**src/core/alu_pkg.sv**
```systemverilog
/*
 Shared types and constants for the accumulator datapath fragment.
 Assumes a decoder that issues one operation per request.
*/
package alu_pkg;
	localparam int DATA_W = 8;
	localparam int NIB_W  = 4;
	localparam int ADDR_W = 8;
	localparam logic [7:0] WORK_RST = 8'h00;

	typedef enum logic [2:0] {
		OP_NONE                = 3'b000,
		SUM_INTO_MEMORY_OP     = 3'b001,
		CONJOIN_MEM_TO_WORK_OP = 3'b010,
		CONJOIN_IMM_TO_WORK_OP = 3'b011,
		CONJOIN_INTO_MEMORY_OP = 3'b100
	} op_t;

	typedef struct packed {
		op_t              op;
		logic [ADDR_W-1:0] addr;
		logic [DATA_W-1:0] imm;
	} req_t;

	typedef struct packed {
		logic overflow_flag;
		logic zero_flag;
		logic half_carry_flag;
		logic carry_flag;
	} flags_t;

	typedef enum logic [1:0] {
		ST_IDLE  = 2'b00,
		ST_READ  = 2'b01,
		ST_EXEC  = 2'b10
	} state_t;
endpackage

```
**src/core/data_ram.sv**
```systemverilog
/*
 Small data memory with registered read data.
 Assumes one clock; write and read may occur in the same cycle.
*/
`timescale 1ns/1ns
module data_ram
	import alu_pkg::*;
#(
	parameter int AW = ADDR_W,
	parameter int DW = DATA_W
) (
	input  wire logic          sys_clk_i,
	input  wire logic          we_i,
	input  wire logic [AW-1:0] waddr_i,
	input  wire logic [DW-1:0] wdata_i,
	input  wire logic [AW-1:0] raddr_i,
	output logic      [DW-1:0] rdata_o
);
	logic [DW-1:0] mem [0:(1<<AW)-1];

	// Write port
	always_ff @(posedge sys_clk_i) begin
		if (we_i) begin
			mem[waddr_i] <= wdata_i;
		end
	end

	// Registered read
	always_ff @(posedge sys_clk_i) begin
		rdata_o <= mem[raddr_i];
	end
endmodule

```
**src/core/acc_memory_add_and_ops.sv**
```systemverilog
/*
 Accumulator datapath for memory add and the three AND forms, with its data memory.
 Assumes the decoder raises req_valid_i only while ready_o is high.
*/
// Operation
// - Sum memory add writes working register plus memory back, updating overflow, zero, half carry, carry.
// - Memory AND into working register updates only the zero flag.
// - Immediate AND into working register updates only the zero flag.
// - Working register AND memory computes with data memory as destination.
`timescale 1ns/1ns
module acc_memory_add_and_ops
	import alu_pkg::*;
#(
	parameter int AW = ADDR_W
) (
	input  wire logic              sys_clk_i,
	input  wire logic              rst_i,
	input  wire logic              req_valid_i,
	input  wire req_t              req_i,
	output logic                   ready_o,
	output logic                   done_o,
	output logic      [DATA_W-1:0] working_register_o,
	output flags_t                 flags_o,
	input  wire logic              load_valid_i,
	input  wire logic [AW-1:0]     load_addr_i,
	input  wire logic [DATA_W-1:0] load_data_i
);
	// Address width must fit inside the request's address field
	if (AW < 1 || AW > ADDR_W) begin : g_aw_check
		$error("AW out of range");
	end

	state_t            state_r;
	req_t              req_r;
	logic [DATA_W-1:0] work_r;
	flags_t            flags_r;
	logic              done_r;
	logic [DATA_W-1:0] mem_rd;
	logic              alu_we;
	logic [DATA_W-1:0] result;
	flags_t            flags_nxt;
	logic [DATA_W-1:0] operand;

	// Zero test used by every operation
	function automatic logic is_zero(input logic [DATA_W-1:0] v);
		return (v == '0);
	endfunction

	// Memory access: decoder preload when idle, else writeback
	data_ram #(.AW(AW), .DW(DATA_W)) u_ram (
		.sys_clk_i (sys_clk_i),
		.we_i      (alu_we | (load_valid_i & (state_r == ST_IDLE))),
		.waddr_i   (alu_we ? req_r.addr[AW-1:0] : load_addr_i),
		.wdata_i   (alu_we ? result : load_data_i),
		.raddr_i   (req_r.addr[AW-1:0]),
		.rdata_o   (mem_rd)
	);

	// Sequencer: take request, wait for read data, execute
	always_ff @(posedge sys_clk_i) begin
		if (rst_i) begin
			state_r <= ST_IDLE;
		end else begin
			case (state_r)
				ST_IDLE: begin
					if (req_valid_i && req_i.op != OP_NONE) begin
						state_r <= ST_READ;
					end
				end
				ST_READ: state_r <= ST_EXEC;
				ST_EXEC: state_r <= ST_IDLE;
				default: state_r <= ST_IDLE;
			endcase
		end
	end

	// Request capture
	always_ff @(posedge sys_clk_i) begin
		if (rst_i) begin
			req_r <= '0;
		end else if (state_r == ST_IDLE && req_valid_i) begin
			req_r <= req_i;
		end
	end

	// Operand and result selection
	always_comb begin
		logic [NIB_W:0]    low_sum;
		logic [DATA_W:0]   full_sum;
		low_sum   = '0;
		full_sum  = '0;
		operand   = (req_r.op == CONJOIN_IMM_TO_WORK_OP) ? req_r.imm : mem_rd;
		result    = work_r & operand;
		flags_nxt = flags_r;
		case (req_r.op)
			SUM_INTO_MEMORY_OP: begin
				low_sum  = {1'b0, work_r[NIB_W-1:0]} + {1'b0, mem_rd[NIB_W-1:0]};
				full_sum = {1'b0, work_r} + {1'b0, mem_rd};
				result   = full_sum[DATA_W-1:0];
				flags_nxt.carry_flag      = full_sum[DATA_W];
				flags_nxt.half_carry_flag = low_sum[NIB_W];
				flags_nxt.overflow_flag   = (work_r[DATA_W-1] == mem_rd[DATA_W-1])
					&& (result[DATA_W-1] != work_r[DATA_W-1]);
				flags_nxt.zero_flag       = is_zero(result);
			end
			CONJOIN_MEM_TO_WORK_OP,
			CONJOIN_IMM_TO_WORK_OP,
			CONJOIN_INTO_MEMORY_OP: begin
				flags_nxt.zero_flag = is_zero(result);
			end
			default: begin
				result = work_r;
			end
		endcase
	end

	// Memory is destination for add and AND-into-memory
	assign alu_we = (state_r == ST_EXEC) &&
		(req_r.op == SUM_INTO_MEMORY_OP || req_r.op == CONJOIN_INTO_MEMORY_OP);

	// Working register: written only by the AND-into-register forms
	always_ff @(posedge sys_clk_i) begin
		if (rst_i) begin
			work_r <= WORK_RST;
		end else if (state_r == ST_EXEC &&
			(req_r.op == CONJOIN_MEM_TO_WORK_OP || req_r.op == CONJOIN_IMM_TO_WORK_OP)) begin
			work_r <= result;
		end
	end

	// Status flags
	always_ff @(posedge sys_clk_i) begin
		if (rst_i) begin
			flags_r <= '0;
		end else if (state_r == ST_EXEC) begin
			flags_r <= flags_nxt;
		end
	end

	// Completion pulse
	always_ff @(posedge sys_clk_i) begin
		if (rst_i) begin
			done_r <= 1'b0;
		end else begin
			done_r <= (state_r == ST_EXEC);
		end
	end

	assign ready_o            = (state_r == ST_IDLE);
	assign done_o             = done_r;
	assign working_register_o = work_r;
	assign flags_o            = flags_r;
endmodule

```
**config.mk**
```make
export PLATFORM = sky130hd
export DESIGN_NAME = acc_memory_add_and_ops
export DESIGN_NICKNAME = d
export VERILOG_FILES = /design/src/core/alu_pkg.sv /design/src/core/data_ram.sv /design/src/core/acc_memory_add_and_ops.sv
export SDC_FILE = /design/constraint.sdc
export NUM_CORES = 2
export LEC_CHECK = 0
export ABC_AREA = 1
export BUFFER_PORTS_ARGS = -buffer_cell sky130_fd_sc_hd__buf_2
export CORE_MARGIN = 2
export CORE_UTILIZATION = 25
export DETAILED_ROUTE_END_ITERATION = 16
export GPL_TIMING_DRIVEN = 0
export PLACE_DENSITY_LB_ADDON = 0.15
export SLEW_MARGIN = 10
export SYNTH_ARGS = -nofsm -noshare
export SYNTH_HDL_FRONTEND = slang
export SYNTH_SLANG_ARGS = --single-unit
```
**constraint.sdc**
```tcl
create_clock -name sys_clk_i -period 15.5 [get_ports sys_clk_i]
set_clock_uncertainty 0.05 [all_clocks]
set_input_delay 1.55 -clock sys_clk_i [delete_from_list [all_inputs] [get_ports sys_clk_i]]
set_output_delay 1.55 -clock sys_clk_i [all_outputs]
set_load 0.02 [all_outputs]
```
; ---- Word level (Yosys, flattened, before mapping)
; Memory sizes are Yosys's and may differ from the RTL's. A register that Yosys moved wholly into a read port is not among the register bits.
; Index checks and enable logic that the tools add are counted.
[op_classes]
addsub = 2
mul = 0
div = 0
magnitude_cmp = 0
n_eq_ne = 9
n_shift = 0
muxes = 9
bitwise = 3
reduce_logical = 15
[op_table]
columns = operator, n
row1 = 8-bit 2-to-1 mux, 3
row2 = 8-bit logical NOT, 2
row3 = 8-bit case mux with 2 select lines, 1
row4 = 8-bit by 8-bit adder with 9-bit output, 1
row5 = 8-bit bitwise AND, 1
row6 = 3-bit by 2-bit equality test with 1-bit output (second input constant), 2
row7 = 4-bit by 4-bit adder with 5-bit output, 1
row8 = 1-bit logical AND, 5
row9 = 2-bit case mux with 2 select lines, 1
row10 = 2-bit AND reduction, 2
row11 = 3-bit by 1-bit equality test with 1-bit output (second input constant), 1
row12 = 3-bit equality test (second input constant), 1
row13 = 3-bit nonzero test, 1
row14 = 3-bit OR reduction, 1
row15 = 2-bit by 1-bit equality test with 1-bit output (second input constant), 1
row16 = 2-bit equality test (second input constant), 1
row17 = 2-bit logical NOT, 1
row18 = 1-bit logical OR, 2
row19 = 1-bit 2-to-1 mux, 2
row20 = 2-bit 2-to-1 mux, 1
row21 = 2-bit by 1-bit != test with 1-bit output (second input constant), 1
row22 = 1-bit case mux with 2 select lines, 1
row23 = 2-bit nonzero test, 1
row24 = 1-bit bitwise AND, 1
row25 = other kinds (3), 3
[word_totals]
register_bits = 34
latch_bits = 0
mem_bits_rw = 2048
romBits = 0
in_bits = 39
wordCells = 49
mem_count = 1
[mem_list]
columns = name, depth, width, rd, rd_clocked_by_memory_dff, write_ports, line
row1 = u_ram.mem, 256, 8, 1, 1, 1, data_ram.sv:19  ; logic [DW-1:0] mem [0:(1<<AW)-1];

; ---- Logic depth before layout (Yosys ltp)
[logic_depth]
ltp_word = 6
ltp_mapped = 15
ltp_nobuf = 13

; ---- Hierarchy
; Synthesis repeated with hierarchy kept, for this count alone.
[hier_totals]
cells_unflattened = 7354
hier_area_um2 = 85534.5
[modules_own_cells]
columns = module, instances, cells_per_inst, area_each_um2, seq_area_each_um2
row1 = data_ram, 1, 7003, 83396.2, 61659.1
row2 = acc_memory_add_and_ops, 1, 351, 2138.3, 680.7

; ---- Worst setup path before layout
; OpenSTA, ideal clock, no wires.
[synth_path]
path_kind = flip-flop to flip-flop
from = register work_r[0], in the netlist working_register_o[0]
to = memory u_ram.mem[0][6] (netlist name), data pin
setup_time_ns = 0.823
t_arrival_ns = 4.760
setup_slack_ns = 9.866
stages_incl_launch_ff = 12
path_buffers = 0
period_less_slack_ns = 5.634
cell_sequence = dfxtp_1 > ha_1 > fa_1 > nand3_1 > nand2_1 > inv_1 > nor2_1 > nor2_1 > xor2_1 > o22ai_1 > nand2_1 > nand2_1
[synth_between]
elab_chain_cells = 3
[synth_rtl]
columns = item, line
row1 = start: declaration, acc_memory_add_and_ops.sv:35  ; logic [DATA_W-1:0] work_r;
row2 = start signal: assignment, acc_memory_add_and_ops.sv:127  ; work_r <= result;
row3 = 8-bit by 8-bit adder with 9-bit output, acc_memory_add_and_ops.sv:98  ; full_sum = {1'b0, work_r} + {1'b0, mem_rd};
row4 = 8-bit case mux with 2 select lines, acc_memory_add_and_ops.sv:95  ; case (req_r.op)
row5 = 8-bit 2-to-1 mux, acc_memory_add_and_ops.sv:54  ; .wdata_i (alu_we ? result : load_data_i),
row6 = via u_ram.wdata_i[6], data_ram.sv:15  ; input wire logic [DW-1:0] wdata_i,
row7 = end: declaration, data_ram.sv:19
; The timed path passes the listed nets, and every way through them passes these cells.

; ---- Worst setup path after layout
[layout_path]
from = register req_r[18] (netlist name)
to = memory u_ram.mem[227][0] (netlist name), enable pin
[layout_between]
elab_chain_cells = 6
[layout_rtl]
columns = item, line
row1 = start: declaration, acc_memory_add_and_ops.sv:34  ; req_t req_r;
row2 = start signal: assignment, acc_memory_add_and_ops.sv:82  ; req_r <= req_i;
row3 = 3-bit by 1-bit equality test with 1-bit output / 3-bit equality test (equally long branches), acc_memory_add_and_ops.sv:119  ; (req_r.op == SUM_INTO_MEMORY_OP || req_r.op == CONJOIN_INTO_MEMORY_OP);
row4 = 1-bit logical OR *, acc_memory_add_and_ops.sv:119
row5 = 1-bit logical AND *, acc_memory_add_and_ops.sv:118  ; assign alu_we = (state_r == ST_EXEC) &&
row6 = 1-bit OR, acc_memory_add_and_ops.sv:52  ; .we_i (alu_we | (load_valid_i & (state_r == ST_IDLE))),
row7 = 1-bit 2-to-1 mux, data_ram.sv:23  ; if (we_i) begin
row8 = 1-bit 2-to-1 mux (implied by the code), data_ram.sv:24  ; mem[waddr_i] <= wdata_i;
; Every way passes the cells marked *; elsewhere a longest branch is shown, timed or not.

==> flow_metrics.py <==
metrics = {
    "timing": {
        "setup_violations": 0,
        "period_minus_slack_ps": 5520,
        "max_freq_ghz": 0.181,
        "tightest_slew_ps": 1450,
        "rsz0062_at_grt": "no",
        "drv_slew": 0,
        "fin_crit_sh_pct": 35.6,
        "max_slew_margin_pct": 3.49,
        "tns_ps": 0,
        "final-hold-violation-count": 0,
    },
    "place": {
        "io_buffers": 52,
        "dpl.hpwl_mm": 327,
        "place.gp.congestion": 0.977,
    },
    "yosys": {
        "synth-xor-area-share_pct": 0.0719,
        "syn_nets": 7361,
        "avgSynthCellArea_um2": 11.7,
        "muxShareOfSynthArea_pct": 0,
        "synthAdderAreaFrac_pct": 0.141,
        "syn_area_um2": 85200,
        "synth-simple-area-share_pct": 23.3,
        "yosysUniqueCellTypes": 37,
        "synth_compound_gate_area_share_pct": 0.527,
        "synthCells": 7313,
        "ys_seq_elements": 2090,
        "synth_top_family_by_area": "simple AND/OR/NAND/NOR gates",
        "ys_seq_area_share_pct": 73.1,
        "ys_warn_count": 0,
    },
    "worst_setup_path": {
        "crit_required_ps": 15940,
        "critical_path_class": "reg2reg",
        "start_kind": "flop",
        "rr_worst_depth": 11,
        "critPathSlowestCell": "a21oi_1",
        "rrSetupSlack_ps": 9980,
        "path_delay_family": "buffers and inverters",
        "path_buf_inv": 5,
        "critPathMaxFanout": 10,
        "reg2reg_to": "u_ram.mem[227][0]",
        "slowest_delay_ps": 1080,
        "cp.arrival_ps": 5950,
        "path_cells": "inv_1 > nand2_1 > nand2_1 > nand2_4 > inv_4 > buf_6 > a21oi_1 > inv_2 > nand2_1 > buf_2 > nor2_1",
        "end_kind": "flop",
        "r2r_start": "req_r[18]",
        "crit_top_cell": "nand2_1",
    },
    "finish": {
        "multiInputGateArea_um2": 20800,
        "final_common_cell": "nand2_1",
        "area_growth_pct": 18.4,
        "final.fill_count": 35019,
        "final_core_util_pct": 29.7,
        "num-nets-final": 7755,
        "final_layout_size_suffix_gt1_share_pct": 11.3,
        "mostFrequentLayoutCells": "nand2_1 (2161), edfxtp_1 (2048), nand3_1 (2031)",
        "seqCellArea_um2": 62300,
    },
    "floorplanning": {
        "coreArea_um2": 340000,
        "die_h_um": 588,
        "rows": 214,
        "die-area_um2": 346000,
        "start_util_pct": 25.1,
        "chipWidth_um": 588,
        "io_pins": 53,
    },
    "global_route": {
        "grt_usage_pct": 25.7,
        "grt_pass1_wl_mm": 588,
        "grt_antenna_before_repair": 40,
        "grt_pass1_vias": 59480,
        "grt_max_degree": 70,
        "grt_overflow": 0,
    },
    "routing": {
        "ant_nets": 0,
        "drc": 0,
        "wirelength_mm": 456,
        "dr.pass1.iters": 6,
        "first_iter_violations": 8782,
        "wl_per_cell_um": 36.6,
        "vias": 64204,
        "vias_per_cell": 5.16,
    },
    "clocking": {
        "cts_tree": "yes",
        "cts_sinks": 2090,
        "clk_pin_slew_ps": 60,
        "postCtsResizedCells": 0,
        "cts_inserted_buffers": 235,
        "clock_latency_ps": 970,
        "cts_root_buf": "clkbuf_16",
        "hold_buffers": 0,
        "cts_buffer_depth": 4,
        "postCtsSetupRepairBufs": 0,
        "htreeDepth": 4,
    },
    "status": {
        "status": "finished clean",
    },
    "job": {
        "cap_violations": 0,
    },
    "power": {
        "power_leakage_nw": 34.4,
        "power_density_nw_per_um2": 134,
        "peakVddDrop_mv": 0.0925,
    },
    "min_path": {
        "hold_end": "req_r[0]",
        "min_from": "req_r[0]",
        "hold_path_class": "reg2reg",
        "hold_depth": 2,
    },
}
routing by layer:
metal  vias up  part of all wire [%]  wire (um)  GRT usage (%)
met3       846                   7.9      36000           4.74
met5         -                 0.010         46              0
met1     33021                    40     183000           32.8
li1      26778                     -          -              -
met4         6                   6.6      30000           14.4
met2      3553                    45     207000           40.8
layout make-up:
| type | count | share of cell area [%] |
|---|---|---|
| plain buffers | 492 | 2.19 |
| flip-flops and latches | 2090 | 61.8 |
| inverters | 68 | 0.255 |
| repair buffers | 157 | 2.27 |
| well taps | 4536 | 5.62 |
| diodes | 21 | 0.0521 |
| clock inverters | 121 | 1.05 |
| clock buffers | 306 | 6.15 |
| multi-input cells | 4663 | 20.6 |
worst reg2reg max path, stage by stage, from the launching register on:
cell and delay [ps]:
dfxtp_1 340, inv_1 80, nand2_1 80, nand2_1 90, nand2_4 280, inv_4 230, buf_6 290, a21oi_1 1100
inv_2 300, nand2_1 660, buf_2 960, nor2_1 640
state kept, by name, indices dropped and copies added, names as in the netlist:
signal,count
u_ram.mem,2048
req_r,19
u_ram.rdata_o,8
working_register_o,8
flags_o,4
state_r,2
done_o,1
synthesized netlist by cell type:
master    instances  area share (%)
a21oi_1          25            0.15
a22oi_1           3           0.026
buf_1            73            0.32
buf_2           213             1.3
buf_4             7           0.062
buf_6             3           0.040
clkbuf_1        196            0.86
clkinv_1          3           0.013
dfxtp_1          42            0.99
edfxtp_1       2048              72
fa_1              1           0.023
ha_1              8            0.12
inv_1            54            0.24
inv_2            10           0.044
inv_4             1          0.0073
nand2_1        2169             9.6
nand2_2          15            0.11
nand2_4           1           0.013
nand3_1        2031              12
nand3_2           1           0.012
nand3b_1          1          0.0088
nand4_1           2           0.015
nor2_1          319             1.4
nor2_2            5           0.037
nor2_4            6           0.079
nor3_1            4           0.023
nor3b_1           1          0.0088
o211ai_1          1          0.0088
o21ai_0          37            0.22
o21ai_2           8           0.082
o21bai_1          2           0.018
o221ai_1          2           0.021
o22ai_1           1          0.0073
or2_1             6           0.044
or2_2             7           0.051
xnor2_1           1           0.010
xor2_1            6           0.062
report_power, final:
group          switching, mW  internal [mW]
sequential            0.0122           6.24
clock                   2.45           3.08
combinational           1.39          0.318
metrics by stage:
step                      hold WS, ps  std cells  cell area (um2)  power (mW)  setup WS [ps]
after floorplan                   380       7313            85200        7.08           9870
after global placement            400      11901            91200        8.08           3090
after detailed placement          405      12006            93600        8.03          10110
after CTS                         413      12433           101000        13.5          10380
after global routing              434      12440           101000        13.8          10280
final                             407      12454           101000        13.5           9980
cell families after synthesis:
| logic type | Yosys count |
|---|---|
| and+or+nand+nor | 4568 |
| DFF | 2090 |
| adders and majority gates | 9 |
| buffers and inverters | 560 |
| AOI/OAI and AO/OA | 79 |
| xor gates and xnor gates | 7 |
worst max-delay path by stage:
stage                     cells past startpoint                   from  slack [ps]                 to
after floorplan                              11  working_register_o[0]        9870    u_ram.mem[0][6]
after global placement                        7              req_r[16]        3090  u_ram.mem[125][4]
after detailed placement                      6           load_valid_i       10110  u_ram.mem[226][2]
after CTS                                    11              req_r[18]       10380  u_ram.mem[226][0]
after global routing                         11              req_r[16]       10280  u_ram.mem[226][0]
final                                        11              req_r[18]        9980  u_ram.mem[227][0]
No activity file was read; power rests on OpenSTA's default activity.
